[src/ftf_pkg.sv]
package ftf_pkg;
   // Register byte offsets on the control bus.
   localparam logic [7:0] FTF_OFS_CTRL = 8'h00;
   localparam logic [7:0] FTF_OFS_THRESH = 8'h04;
   localparam logic [7:0] FTF_OFS_STATUS = 8'h08;
   localparam logic [7:0] FTF_OFS_IRQ_STAT = 8'h0C;
   localparam logic [7:0] FTF_OFS_IRQ_MASK = 8'h10;
   // Control register fields.
   localparam int FTF_CTRL_CLEAR = 0;
   // Threshold register fields.
   localparam int FTF_THR_AF_LSB = 0;
   localparam int FTF_THR_AE_LSB = 8;
   localparam int FTF_THR_W = 8;
   localparam logic [31:0] FTF_THRESH_RST = 32'h0000_0000;
   // Status register fields.
   localparam int FTF_ST_EMPTY = 0;
   localparam int FTF_ST_FULL = 1;
   localparam int FTF_ST_AF = 2;
   localparam int FTF_ST_AE = 3;
   localparam int FTF_ST_GAP_LSB = 16;
   // Interrupt event bits, shared by status and mask registers.
   localparam int FTF_IRQ_OVERFLOW = 0;
   localparam int FTF_IRQ_UNDERFLOW = 1;
   localparam int FTF_IRQ_AF_RISE = 2;
   localparam int FTF_IRQ_AE_RISE = 3;
   localparam int FTF_IRQ_W = 4;
   localparam logic [3:0] FTF_IRQ_MASK_RST = 4'h0;
   // Fill level gap width and base count of active threshold bits.
   localparam int FTF_GAP_W = 16;
   localparam int FTF_BASE_THR_BITS = 4;
endpackage

[src/ftf_fifo_flags.sv]
`timescale 1ns/10ps
`default_nettype none
// What this block does
// - Almost-full when gap >= threshold shifted eight.
// - Almost-empty when shifted threshold >= gap.
// - Active threshold bits: four plus log2 depth.
// - Clear empties FIFO, sets flag levels.
// - Read strobe when not empty presents next word.
// - Writes while full are refused but raise the overflow event.
// - Reads while empty are refused but raise the underflow event.
// - Write strobe stores word, advances write counters.
module ftf_fifo_flags
   import ftf_pkg::*;
#(
   parameter int DATA_W = 9,
   parameter int ADDR_W = 4,
   parameter int DEPTH_BLOCKS = 1
) (
   input wire logic sys_clk_in,
   input wire logic srst_in,
   // Avalon-MM slave.
   input wire logic [7:0] avs_address_in,
   input wire logic avs_read_in,
   input wire logic avs_write_in,
   input wire logic [31:0] avs_writedata_in,
   input wire logic [3:0] avs_byteenable_in,
   output logic [31:0] avs_readdata_out,
   output logic avs_waitrequest_out,
   // Stream side.
   input wire logic fifo_clear_in,
   input wire logic fifo_write_strobe_in,
   input wire logic [DATA_W-1:0] write_word_bus_in,
   input wire logic fifo_read_strobe_in,
   output logic [DATA_W-1:0] read_word_out,
   output logic full_out,
   output logic empty_out,
   output logic almost_full_flag_out,
   output logic almost_empty_flag_out,
   output logic irq_out
);
   import ftf_pkg::*;

   localparam int ACT_BITS = FTF_BASE_THR_BITS + $clog2(DEPTH_BLOCKS);
   localparam int CNT_W = ADDR_W + 1;
   localparam logic [CNT_W-1:0] CAPACITY = CNT_W'(1 << ADDR_W);
   localparam logic [FTF_THR_W-1:0] THR_MASK = FTF_THR_W'((1 << ACT_BITS) - 1);

   // Refuse shapes the counters and the threshold mask cannot serve.
   if (DEPTH_BLOCKS != 1 && DEPTH_BLOCKS != 2 && DEPTH_BLOCKS != 4 &&
       DEPTH_BLOCKS != 8 && DEPTH_BLOCKS != 16) begin : g_bad_depth
      $error("DEPTH_BLOCKS must be 1, 2, 4, 8 or 16");
   end
   if (ADDR_W < 1 || ADDR_W > 15 || DATA_W < 1 || DATA_W > 36) begin : g_bad_shape
      $error("ADDR_W must be 1..15 and DATA_W 1..36");
   end

   logic [ADDR_W-1:0] wr_idx_q, rd_idx_q;
   logic [CNT_W-1:0] count_q, count_d;
   logic [FTF_THR_W-1:0] af_thr_q, ae_thr_q;
   logic [FTF_IRQ_W-1:0] irq_stat_q, irq_mask_q, irq_set;
   logic [FTF_IRQ_W-1:0] irq_clr, irq_mask_d;
   logic clear_pulse_q, wait_q;
   logic do_write, do_read, clear_now, bus_req, bus_done;
   logic [FTF_GAP_W-1:0] gap_d, gap_q;
   logic af_d, ae_d;
   logic [31:0] rd_mux;

   // Bus request is answered on the second edge it is seen.
   assign bus_req = avs_read_in || avs_write_in;
   assign bus_done = bus_req && !wait_q;
   // Clear comes from either the user pin or the control register.
   assign clear_now = fifo_clear_in || clear_pulse_q;
   assign do_write = fifo_write_strobe_in && !full_out && !clear_now;
   assign do_read = fifo_read_strobe_in && !empty_out && !clear_now;

   // Occupancy follows accepted writes and reads; clear zeroes it.
   always_comb begin
      count_d = count_q;
      if (clear_now) begin
         count_d = '0;
      end else if (do_write && !do_read) begin
         count_d = count_q + CNT_W'(1);
      end else if (do_read && !do_write) begin
         count_d = count_q - CNT_W'(1);
      end
   end

   // Gap is zero extended; upper bits stay zero for small shapes.
   assign gap_d = FTF_GAP_W'(count_d);
   // Thresholds keep only the bits the cascade shape makes active.
   assign af_d = gap_d >= {af_thr_q & THR_MASK, 8'h00};
   assign ae_d = {ae_thr_q & THR_MASK, 8'h00} >= gap_d;

   // Write and read indices; clear returns both to the start.
   always_ff @(posedge sys_clk_in) begin
      if (srst_in || clear_now) begin
         wr_idx_q <= '0;
         rd_idx_q <= '0;
      end else begin
         if (do_write) begin
            wr_idx_q <= wr_idx_q + ADDR_W'(1);
         end
         if (do_read) begin
            rd_idx_q <= rd_idx_q + ADDR_W'(1);
         end
      end
   end

   // Flags are registered from the next occupancy so they match it.
   always_ff @(posedge sys_clk_in) begin
      if (srst_in) begin
         count_q <= '0;
         gap_q <= '0;
         full_out <= 1'b0;
         empty_out <= 1'b1;
         almost_full_flag_out <= 1'b0;
         almost_empty_flag_out <= 1'b1;
      end else begin
         count_q <= count_d;
         gap_q <= gap_d;
         full_out <= !clear_now && count_d == CAPACITY;
         empty_out <= count_d == '0;
         // A zero threshold would raise almost-full on an empty FIFO,
         // so the clear cycle itself forces it low.
         almost_full_flag_out <= af_d && !clear_now;
         almost_empty_flag_out <= ae_d || clear_now;
      end
   end

   ftf_store #(
      .DATA_W(DATA_W),
      .ADDR_W(ADDR_W)
   ) u_store (
      .sys_clk_in(sys_clk_in),
      .wr_en_in(do_write),
      .wr_idx_in(wr_idx_q),
      .wr_data_in(write_word_bus_in),
      .rd_en_in(do_read),
      .rd_idx_in(rd_idx_q),
      .rd_data_out(read_word_out)
   );

   // Wait state: high while idle, low for the answering edge.
   always_ff @(posedge sys_clk_in) begin
      if (srst_in) begin
         wait_q <= 1'b1;
      end else if (bus_req && wait_q) begin
         wait_q <= 1'b0;
      end else begin
         wait_q <= 1'b1;
      end
   end
   assign avs_waitrequest_out = wait_q;

   // Read multiplexer; unmapped offsets read as zero.
   always_comb begin
      rd_mux = 32'h0000_0000;
      unique case (avs_address_in)
         FTF_OFS_THRESH: begin
            rd_mux[FTF_THR_AF_LSB +: FTF_THR_W] = af_thr_q;
            rd_mux[FTF_THR_AE_LSB +: FTF_THR_W] = ae_thr_q;
         end
         FTF_OFS_STATUS: begin
            rd_mux[FTF_ST_EMPTY] = empty_out;
            rd_mux[FTF_ST_FULL] = full_out;
            rd_mux[FTF_ST_AF] = almost_full_flag_out;
            rd_mux[FTF_ST_AE] = almost_empty_flag_out;
            rd_mux[FTF_ST_GAP_LSB +: FTF_GAP_W] = gap_q;
         end
         FTF_OFS_IRQ_STAT: rd_mux[FTF_IRQ_W-1:0] = irq_stat_q;
         FTF_OFS_IRQ_MASK: rd_mux[FTF_IRQ_W-1:0] = irq_mask_q;
         default: rd_mux = 32'h0000_0000;
      endcase
   end

   // Read data is loaded on the first edge so it stands at the answer.
   always_ff @(posedge sys_clk_in) begin
      if (srst_in) begin
         avs_readdata_out <= 32'h0000_0000;
      end else if (avs_read_in && wait_q) begin
         avs_readdata_out <= rd_mux;
      end
   end

   // Threshold and mask registers honour byte enables.
   always_ff @(posedge sys_clk_in) begin
      if (srst_in) begin
         af_thr_q <= FTF_THRESH_RST[FTF_THR_AF_LSB +: FTF_THR_W];
         ae_thr_q <= FTF_THRESH_RST[FTF_THR_AE_LSB +: FTF_THR_W];
         irq_mask_q <= FTF_IRQ_MASK_RST;
      end else if (bus_done && avs_write_in) begin
         if (avs_address_in == FTF_OFS_THRESH && avs_byteenable_in[0]) begin
            af_thr_q <= avs_writedata_in[FTF_THR_AF_LSB +: FTF_THR_W];
         end
         if (avs_address_in == FTF_OFS_THRESH && avs_byteenable_in[1]) begin
            ae_thr_q <= avs_writedata_in[FTF_THR_AE_LSB +: FTF_THR_W];
         end
         if (avs_address_in == FTF_OFS_IRQ_MASK && avs_byteenable_in[0]) begin
            irq_mask_q <= avs_writedata_in[FTF_IRQ_W-1:0];
         end
      end
   end

   // Clear from software is a one-cycle pulse after the accepted write.
   always_ff @(posedge sys_clk_in) begin
      if (srst_in) begin
         clear_pulse_q <= 1'b0;
      end else begin
         clear_pulse_q <= bus_done && avs_write_in &&
            avs_address_in == FTF_OFS_CTRL && avs_byteenable_in[0] &&
            avs_writedata_in[FTF_CTRL_CLEAR];
      end
   end

   // Events: refused strobes and rising almost flags.
   always_comb begin
      irq_set = '0;
      irq_set[FTF_IRQ_OVERFLOW] = fifo_write_strobe_in && full_out &&
         !clear_now;
      irq_set[FTF_IRQ_UNDERFLOW] = fifo_read_strobe_in && empty_out &&
         !clear_now;
      irq_set[FTF_IRQ_AF_RISE] = af_d && !clear_now && !almost_full_flag_out;
      irq_set[FTF_IRQ_AE_RISE] = (ae_d || clear_now) &&
         !almost_empty_flag_out;
   end

   // Sticky status, write one to clear; a new event beats the clear.
   always_ff @(posedge sys_clk_in) begin
      if (srst_in) begin
         irq_stat_q <= '0;
      end else if (bus_done && avs_write_in &&
                   avs_address_in == FTF_OFS_IRQ_STAT &&
                   avs_byteenable_in[0]) begin
         irq_stat_q <= (irq_stat_q & ~avs_writedata_in[FTF_IRQ_W-1:0]) |
            irq_set;
      end else begin
         irq_stat_q <= irq_stat_q | irq_set;
      end
   end

   // Clear pattern and next mask of this cycle, so the level output
   // follows a mask write on the same edge as the register does.
   assign irq_clr = (bus_done && avs_write_in &&
      avs_address_in == FTF_OFS_IRQ_STAT && avs_byteenable_in[0]) ?
      avs_writedata_in[FTF_IRQ_W-1:0] : '0;
   assign irq_mask_d = (bus_done && avs_write_in &&
      avs_address_in == FTF_OFS_IRQ_MASK && avs_byteenable_in[0]) ?
      avs_writedata_in[FTF_IRQ_W-1:0] : irq_mask_q;

   // Level interrupt, registered from the next status and mask.
   // Masked events must stay silent, so the mask covers new events too.
   always_ff @(posedge sys_clk_in) begin
      if (srst_in) begin
         irq_out <= 1'b0;
      end else begin
         irq_out <= |(((irq_stat_q & ~irq_clr) | irq_set) & irq_mask_d);
      end
   end
endmodule
`default_nettype wire

[src/ftf_store.sv]
`timescale 1ns/10ps
`default_nettype none
module ftf_store #(
   parameter int DATA_W = 9,
   parameter int ADDR_W = 4
) (
   input wire logic sys_clk_in,
   input wire logic wr_en_in,
   input wire logic [ADDR_W-1:0] wr_idx_in,
   input wire logic [DATA_W-1:0] wr_data_in,
   input wire logic rd_en_in,
   input wire logic [ADDR_W-1:0] rd_idx_in,
   output logic [DATA_W-1:0] rd_data_out
);
   localparam int ENTRIES = 1 << ADDR_W;
   logic [DATA_W-1:0] mem_q [ENTRIES];

   // One flip-flop word per entry; contents need no reset.
   for (genvar i = 0; i < ENTRIES; i++) begin : g_entry
      always_ff @(posedge sys_clk_in) begin
         if (wr_en_in && wr_idx_in == ADDR_W'(i)) begin
            mem_q[i] <= wr_data_in;
         end
      end
   end

   // Read word is registered so the output comes from a flip-flop.
   always_ff @(posedge sys_clk_in) begin
      if (rd_en_in) begin
         rd_data_out <= mem_q[rd_idx_in];
      end
   end
endmodule
`default_nettype wire

[config.mk]
export PLATFORM = sky130hd
export DESIGN_NAME = ftf_fifo_flags
export DESIGN_NICKNAME = d
export VERILOG_FILES = /design/src/ftf_pkg.sv /design/src/ftf_fifo_flags.sv /design/src/ftf_store.sv
export SDC_FILE = /design/constraint.sdc
export NUM_CORES = 1
export LEC_CHECK = 0
export BUFFER_PORTS_ARGS = -buffer_cell sky130_fd_sc_hd__buf_2
export CORE_MARGIN = 4
export CORE_UTILIZATION = 28
export CTS_CLUSTER_SIZE = 24
export DETAILED_ROUTE_END_ITERATION = 10
export HOLD_SLACK_MARGIN = 0.02
export PLACE_DENSITY = 0.52
export RECOVER_POWER = 50
export SLEW_MARGIN = 10
export SYNTH_ARGS = -nofsm -noshare
export SYNTH_HDL_FRONTEND = slang
export SYNTH_SLANG_ARGS = --single-unit
[constraint.sdc]
create_clock -name sys_clk_in -period 3.6 [get_ports sys_clk_in]
set_clock_uncertainty 0.2 [all_clocks]
set_input_delay 0.72 -clock sys_clk_in [delete_from_list [all_inputs] [get_ports sys_clk_in]]
set_output_delay 0.72 -clock sys_clk_in [all_outputs]
set_load 0.05 [all_outputs]
==> flow_summary.toml, run 1 <==
[cells_and_area]
drive_above_1_share = 0.232
fillCellCount = 3029
mostFrequentLayoutCell = "edfxtp_1"
fin_util = 0.338
final_nets = 727
area_delta_synth_final_pct = 19.1
diodes = 0
final_cell_mix = "edfxtp_1 (153), dfxtp_1 (64), nor2_1 (60)"

[pwr]
p_int_mw = 4.20
peakVddDrop_mv = 0.298
p_switching_mw = 1.14
p_clk_frac = 0.452
power.total_mw = 5.33
powerDensity_nw_per_um2 = 516
power_frac_seq = 0.508
comb_power_share = 0.040
switching_share = 0.213
leakage_nw = 3.40

[clock_tree]
cts_buffer_depth = 3
cts_max_level = 1
clk_latency_ns = 0.51
cts.sinks = 218
holdBufCountCts = 0
post_cts_buffers = 0
cts_made_buffers = 24
clk_pin_slew_worst_paths_ns = 0.06
ctsResizeCount = 0
root_buffer = "clkbuf_16"
cts_tree = "built"

[sta]
maxSlewHeadroom = -0.358
tightest_slew_ns = 2.04
maxSlewViolCount = 44
min_period_ns = 2.96
max_clock_freq_ghz = 0.338
setup_viol = 0
fin_crit_sh = 0.822
rsz0062_at_grt = "no"
hold_viol_final = 0
fin_setup_tns_ns = 0

[routing]
drc = 0
first_pass_iters = 4
drtAntennaViolNets = 0
vias_per_cell = 4.58
dr.first_iter.drc_count = 355
vias = 4917
wl_um = 19200
wl_per_cell_um = 17.9

[status]
run_status = "finished, violations left"
violations = "capacitance limit, slew limit"

[min_path]
hp-class = "input pin to register"

[synth]
ys_ff_latch = 218
ys_warn_count = 0
syn_inst = 559
synthFlopType = "edfxtp_1"
synth_edf_count = 153
ys_seq_area_frac = 0.679
async_flop_share = 0
syn_area_um2 = 8680
avgSynthCellArea_um2 = 15.5
synth_cell_types = 51

[die]
die-area_um2 = 33900
die_y_um = 184
rows = 64
num_io_pins = 107
initial_utilization = 0.284
fp.dieW_um = 184
core_um2 = 30600

[worst_setup_path]
cp_max_fo = 4
path_class = "input pin to register"
cp.arrival_ns = 3.15
start_kind = "input pin"
crit_path_end_kind = "register"
required_ns = 3.79

[global_route]
use_met3 = 0.0259
grt_pass1_vias = 5134
grtUsageMet2 = 0.181
met1_usage = 0.160
antenna_found_initial = 0
busiest_layer = "met2"
grt_usage = 0.114
grt_max_degree = 44
grt_remaining_overflow = 0
grt_pass1_wl_um = 30000

[flow_run]
maxCapViolCount = 1

[placed_design]
dp.final_hpwl_um = 12700
gp_congestion = 0.743
port_buffers = 77
-- sequential cells by signal (all words and copies together) (netlist names), 4 cells and up --
| register | cells |
|---|---|
| ae_thr_q | 8 |
| wr_idx_q | 4 |
| avs_readdata_out | 21 |
| irq_stat_q | 4 |
| u_store.mem_q | 144 |
| irq_mask_q | 4 |
| af_thr_q | 8 |
| gap_q | 5 |
| u_store.rd_data_out | 9 |
| rd_idx_q | 4 |
-- final timing paths --
path,from,to,slack (ns),cells after the start
worst min register to register,avs_readdata_out[14],avs_readdata_out[14],0.25,2
worst max-delay path,avs_address_in[0],irq_out,0.64,7
worst min-delay path,avs_writedata_in[4],af_thr_q[4],0.24,3
worst max register to register,rd_idx_q[1],u_store.rd_data_out[5],0.96,3
-- worst max-delay path, stage by stage --
cell	delay [ns]
buf_2	0.09
or4_1	0.58
nor4_1	1.03
mux2i_1	0.31
o21ba_2	0.18
o21ai_1	0.14
o211ai_1	0.10
-- synth_stat cells, drive strengths merged, types with 2 or more instances --
library cell  count  area, um2
edfxtp          153       4590
dfxtp            65       1300
nor2             60        225
mux4             45       1010
nand2            29        109
mux2i            22        220
clkbuf           20       75.1
buf              19        126
a21oi            17       85.1
nand3            17       85.1
a22oi            14        105
nor3              9       45.0
ha                7       87.6
nor2b             7       51.3
inv               6       22.5
nand2b            6       37.5
xor2              6       52.6
and2              5       31.3
a21boi            4       30.0
o21ai             4       20.0
xnor2             4       35.0
a32oi             3       26.3
nor4              3       33.8
o211ai            3       22.5
o22ai             3       18.8
o32ai             3       26.3
or3               3       23.8
or4               3       26.3
a211oi            2       15.0
nand3b            2       15.0
nand4             2       12.5
o21ba             2       20.0
or2               2       12.5
or3b              2       17.5
-- metal layers --
metal  vias to the layer above  part of all wire
met5                         -                 0
met1                      2408              0.46
met4                         0             0.019
met2                       154              0.46
li1                       2325                 -
met3                        30             0.061
-- area by class of cell --
| class | instances | area (um2) | share of cell area |
|---|---|---|---|
| flip-flops and latches | 218 | 5900 | 0.570 |
| clock inverters | 15 | 144 | 0.0139 |
| clock buffers | 29 | 649 | 0.0628 |
| well taps | 396 | 495 | 0.0479 |
| multi-input cells | 306 | 2570 | 0.249 |
| inverters | 6 | 22.5 | 0.00218 |
| repair buffers | 104 | 559 | 0.0541 |
-- through the flow --
stage	hold WS, ns	instances	setup slack (ns)	cell area (um2)
2_1_floorplan	0.247	569	0.823	8710
3_3_place_gp	0.235	1030	0.397	9620
3_5_place_dp	0.243	1030	0.347	9620
4_1_cts	0.209	1074	0.909	10400
5_1_grt	0.228	1074	0.459	10300
6_report	0.235	1074	0.640	10300
-- power groups by stage --
stage,Sequential [mW],Combinational (mW),Clock [mW]
2_1_floorplan,2.77,0.128,0
3_3_place_gp,2.76,0.219,0
3_5_place_dp,2.76,0.220,0
4_1_cts,2.71,0.221,2.49
5_1_grt,2.71,0.234,2.60
6_report,2.71,0.214,2.41
-- cell families (layout without fill, tap and decap cells) --
group           after synthesis  count (layout)  share of synthesized area
fa+ha+maj                     7               7                     0.0101
mux                          67              67                      0.142
xor+xnor                     10              10                     0.0101
other cells                   1              11                   0.000432
flops                       218             218                      0.679
compound gates               58              58                     0.0454
simple gates                153             153                     0.0865
buf+inv                      45             154                     0.0258
Note: power is estimated with default switching activity, not from simulation.
==> inputs of run 2 (changes only) <==
- ABC_AREA: not set -> 1
- clock period: 3.6 -> 2.9 ns (I/O delays scaled with it)
==> run 2 against run 1 <==
The flow now finishes without violations; via count up 27%; sequential power is 25% higher; wire length grew 12%; combinational power increased by 94%; core utilization down 0.40 points; register-to-register slack lost 0.29 ns; clock power up 14%; worst hold slack got worse by 0.16 ns; flip-flop and latch count stayed put; non-clock buffer count grew 6; count of clock-buffer cells in the layout decreased by 1.
==> flow_summary.toml, run 2 <==
[synth]
synthFlopType = "edfxtp_1"
synth.largest_area_cell = "edfxtp_1"
syn_area_um2 = 9050
synth_edf_count = 153
yosys-top-cells-area = "edfxtp_1 (51%), dfxtp_1 (14%), o21ai_0 (5.9%)"
synthTopCellsByCount = "edfxtp_1 (153), nor2_1 (125), o21ai_0 (106)"
syn_inst = 836
avgSynthCellArea_um2 = 10.8
ys_seq_area_frac = 0.651
yosysMostFrequentCell = "edfxtp_1"
ys_warn_count = 0
yosysTopAreaCellShare = 0.508
ys_ff_latch = 218
async_flop_share = 0
synth_cell_types = 44

[routing]
wl_per_cell_um = 16.0
dr.first_iter.drc_count = 344
wl_um = 21500
drtAntennaViolNets = 0
vias_per_cell = 4.65
first_pass_iters = 7
drc = 0
vias = 6264

[worst_setup_path]
path_class = "input pin to register"
cp.arrival_ns = 2.44
worst_path_max_delay_cell = "clkinvlp_2"
start_kind = "input pin"
rr_startpoint = "clear_pulse_q"
crit_path_end_kind = "register"
cp_max_fo = 16
critical_path.max_stage_delay_ns = 0.54
crit_start = "avs_address_in[4]"
required_ns = 3.09
path_cells = "buf_2, inv_1, nand3_1, inv_2, nand2_1, clkinvlp_2, and3_1, clkbuf_2, nor2_1, a211oi_2"
crit_buf_inv = 5
crit_family = "buffers and inverters"

[clock_tree]
cts_buffer_depth = 3
holdBufCountCts = 0
cts_made_buffers = 23
cts.sinks = 218
clk_pin_slew_worst_paths_ns = 0.06
clk_latency_ns = 0.52
root_buffer = "clkbuf_16"
cts_tree = "built"
post_cts_buffers = 0
cts_max_level = 1
ctsResizeCount = 0

[placed_design]
pre_cts_ws_ns = 0.500
gp_congestion = 0.792
dp.final_hpwl_um = 13700
port_buffers = 77
dpl_cell_area_um2 = 9970

[cells_and_area]
fillCellCount = 3193
largestRegisters = "u_store.mem_q x144, avs_readdata_out x21, u_store.rd_data_out x9"
area_delta_synth_final_pct = 17.1
top_register = "u_store.mem_q"
drive_above_1_share = 0.168
mostFrequentLayoutCell = "edfxtp_1"
stdcell_area_um2 = 10600
diodes = 0
largest_reg_flops = 144
final_cell_mix = "edfxtp_1 (153), nor2_1 (128), o21ai_0 (110)"
final_nets = 996

[global_route]
grt_max_degree = 74
grt_pass1_vias = 6099
use_met3 = 0.0264
grt_remaining_overflow = 0
met1_usage = 0.166
grtUsageMet2 = 0.186
antenna_found_initial = 0
grt_usage = 0.118
grt_pass1_wl_um = 33700
busiest_layer = "met2"

[die]
die-area_um2 = 35300
core_um2 = 31700
rows = 65
num_io_pins = 107
fp.dieW_um = 188
die_y_um = 188
initial_utilization = 0.285

[sta]
fin_crit_sh = 0.779
hold_viol_final = 0
tightest_slew_ns = 0.783
maxSlewHeadroom = 0.476
maxSlewViolCount = 0
fin_setup_tns_ns = 0
worst_slack_ns = 0.642
setup_viol = 0
max_clock_freq_ghz = 0.443
min_period_ns = 2.26
rsz0062_at_grt = "no"

[status]
run_status = "complete, no violations"

[min_path]
hp-class = "input pin to register"
hold_path_startpoint = "avs_read_in"

[pwr]
leakage_nw = 3.84
peakVddDrop_mv = 0.476
powerDensity_nw_per_um2 = 618

[flow_run]
maxCapViolCount = 0
run 2: changes by cell type in the layout (fill, tap and decap cells not counted), sizes merged, moves of 19 or more:
cell / delta
o221ai: +27
buf: +27
clkbuf: -22
nor2: +75
nand3: +19
mux4: -45
mux2i: -22
nand2: +71
o21ai: +107
inv: +52
a21oi: +22
run 2: worst register-to-register path, stage by stage, from the launching register on:
cell and delay, ns:
dfxtp_1 0.31, nor2_1 0.61, nand3_4 0.18, nand2_1 0.10, nand2_1 0.06, a21oi_2 0.17, nor2_2 0.08, nand3_2 0.08
nand2_1 0.06, nand2_1 0.11, nand2_1 0.06, nand2_1 0.06, nand2_1 0.05
run 2: layout make-up:
| cell class | instances | area (um2) | share of cell area |
|---|---|---|---|
| multi-input cells | 514 | 2660 | 0.251 |
| inverters | 62 | 234 | 0.0221 |
| clock buffers | 28 | 594 | 0.0561 |
| well taps | 402 | 503 | 0.0475 |
| clock inverters | 12 | 93.8 | 0.00886 |
| repair buffers | 110 | 617 | 0.0582 |
| flip-flops and latches | 218 | 5900 | 0.557 |
run 2: report_power, final:
group	internal (mW)	switching (mW)	total, mW
Sequential	3.37	0.0240	3.39
Combinational	0.101	0.314	0.416
Clock	1.55	1.19	2.74
Total	5.02	1.53	6.54
run 2: per-stage QoR:
step | hold slack, ns | util | power (mW) | instances
finish | 0.0746 | 0.334 | 6.54 | 1346
global route | 0.0622 | 0.334 | 6.80 | 1346
detailed placement | 0.239 | 0.314 | 3.88 | 1306
global placement | 0.233 | 0.314 | 3.88 | 1306
floorplan | 0.235 | - | 3.75 | 846
CTS | 0.0529 | 0.336 | 6.63 | 1346
run 2: cells by family (layout without fill, tap and decap cells):
| logic type | after synthesis | count (layout) | synth area share |
|---|---|---|---|
| AOI/OAI and AO/OA | 210 | 210 | 0.142 |
| xor gates and xnor gates | 1 | 1 | 0.000968 |
| adders and majority gates | 7 | 7 | 0.00968 |
| buffers and inverters | 114 | 212 | 0.0550 |
| DFF | 218 | 218 | 0.651 |
| other | 1 | 11 | 0.000414 |
| and+or+nand+nor | 285 | 285 | 0.140 |
run 2: final timing paths:
check / slack (ns) / depth (start not counted) / to
worst max register to register: 0.67 / 12 / irq_out
worst min register to register: 0.26 / 1 / avs_waitrequest_out
worst min-delay path: 0.07 / 2 / avs_waitrequest_out
worst max-delay path: 0.64 / 10 / ae_thr_q[7]
run 2: metal layers:
layer / vias up / wire, um
met2: 164 / 9360
li1: 3103 / -
met1: 2960 / 10400
met4: 0 / 570
met5: - / 0
met3: 37 / 1200
==> inputs of run 3 (changes only) <==
- clock period: 2.9 -> 2.25 ns (I/O delays scaled with it)
==> run 3 against run 2 <==
Worst hold slack worse by 0.035 ns; final cell count is 2.0% higher; critical path depth is 5 lower; register-to-register slack worse by 0.47 ns; flip-flop and latch count stayed put; sequential power is 29% higher; sequential share of layout area is 1.3 points lower; global-route usage is 0.32 points higher; core utilization is 0.82 points higher; worst setup slack worse by 0.44 ns; die area stayed put; combinational power is 36% higher; critical path type is now register to register; critical endpoint is now u_store.rd_data_out[0]; largest power group unchanged.
==> flow_summary.toml, run 3 (same netlist as run 2, synthesis figures left out) <==
[global_route]
use_met3 = 0.0231
grt_usage = 0.122
grt_pass1_wl_um = 34500
met1_usage = 0.177
grtUsageMet2 = 0.188
busiest_layer = "met2"
grt_max_degree = 56
grt_pass1_vias = 6204
antenna_found_initial = 0
grt_remaining_overflow = 0

[cells_and_area]
largest_reg_flops = 144
top_register = "u_store.mem_q"
final_cell_mix = "edfxtp_1 (153), nor2_1 (126), o21ai_0 (107)"
mostFrequentLayoutCell = "edfxtp_1"
fin_cells = 1373
fin_util = 0.342
area_delta_synth_final_pct = 19.9
drive_above_1_share = 0.183
final_nets = 1022
largestRegisters = "u_store.mem_q x144, avs_readdata_out x21, u_store.rd_data_out x9"
diodes = 0

[clock_tree]
cts.sinks = 218
cts_buffer_depth = 3
root_buffer = "clkbuf_16"
clk_latency_ns = 0.51
cts_made_buffers = 23
cts_tree = "built"
cts_max_level = 1
ctsResizeCount = 0
clk_pin_slew_worst_paths_ns = 0.06

[placed_design]
dp.final_hpwl_um = 14200
gp_congestion = 0.812
dp.cells = 1317
port_buffers = 77

[flow_run]
maxCapViolCount = 0

[min_path]
hold_depth = 3
hold_path_startpoint = "avs_writedata_in[3]"
hold_end = "af_thr_q[3]"
hp-class = "input pin to register"

[sta]
hold_viol_final = 0
setup_viol = 0
rsz0062_at_grt = "no"
fin_crit_sh = 0.909
min_period_ns = 2.05
fin_setup_tns_ns = 0
max_clock_freq_ghz = 0.489
maxSlewHeadroom = 0.453
maxSlewViolCount = 0
tightest_slew_ns = 0.820

[worst_setup_path]
cp_max_fo = 29
path_class = "register to register"
rr_worst_depth = 5
rr_startpoint = "rd_idx_q[1]"
required_ns = 2.42
ff2ff_setup_slack_ns = 0.20
cp.arrival_ns = 2.21
start_kind = "register"
r2r_end = "u_store.rd_data_out[0]"
crit_path_end_kind = "register"

[routing]
dr.first_iter.drc_count = 341
drc = 0
vias_per_cell = 4.69
first_pass_iters = 7
vias = 6437
wl_um = 22100
wl_per_cell_um = 16.1
drtAntennaViolNets = 0

[pwr]
peakVddDrop_mv = 0.596
power.total_mw = 8.49
powerDensity_nw_per_um2 = 783
leakage_nw = 3.99

[die]
num_io_pins = 107
core_um2 = 31700
rows = 65
die_y_um = 188
die-area_um2 = 35300
initial_utilization = 0.285
fp.dieW_um = 188

[status]
run_status = "complete, no violations"
[run 3: worst max path at each step]
stage / startpoint / end / slack (ns) / depth (start not counted)
after global routing: gap_q[0] / irq_out / 0.06 / 14
after CTS: empty_out / empty_out / 0.27 / 1
after detailed placement: avs_address_in[1] / irq_out / 0.11 / 12
final: rd_idx_q[1] / u_store.rd_data_out[0] / 0.20 / 5
after global placement: fifo_clear_in / u_store.mem_q[11][4] / 0.14 / 7
after floorplan: full_out / u_store.mem_q[11][0] / 0.19 / 5
[run 3: per-stage QoR]
| stage | hold slack, ns | cell area, um2 | worst slack [ns] |
|---|---|---|---|
| 2_1_floorplan | 0.235 | 9090 | 0.188 |
| 5_1_grt | 0.0306 | 10900 | 0.0551 |
| 6_report | 0.0397 | 10900 | 0.205 |
| 3_3_place_gp | 0.235 | 10100 | 0.138 |
| 3_5_place_dp | 0.246 | 10100 | 0.113 |
| 4_1_cts | 0.0206 | 10900 | 0.267 |
[run 3: worst max-delay path, cell delays in order (launching register included)]
cell	delay, ns
dfxtp_1	0.36
clkbuf_2	0.58
o21ai_0	0.20
o221ai_1	0.22
o211ai_1	0.17
nand2_1	0.16
[run 3: layout make-up]
type / instances / area (um2)
clock buffers: 32 / 649
clock inverters: 9 / 56.3
fillers: 3169 / 20900
inverters: 62 / 234
multi-input cells: 514 / 2660
flip-flops and latches: 218 / 5900
well taps: 402 / 503
repair buffers: 136 / 858
[run 3: routing by layer]
layer	vias to the layer above	part of all wire
met5	-	0
met1	3067	0.48
met2	181	0.44
li1	3156	-
met4	0	0.023
met3	33	0.059
[run 3: what timing repair did]
action                    in CTS  in global routing
hold buffers                  15                  0
setup buffers                  0                  0
hold endpoints to repair      14                  0
[run 3: power by group]
part / total, mW / internal [mW] / switching, mW
Sequential: 4.37 / 4.34 / 0.0307
Clock: 3.56 / 2.02 / 1.54
Combinational: 0.564 / 0.154 / 0.409
Total: 8.49 / 6.52 / 1.98
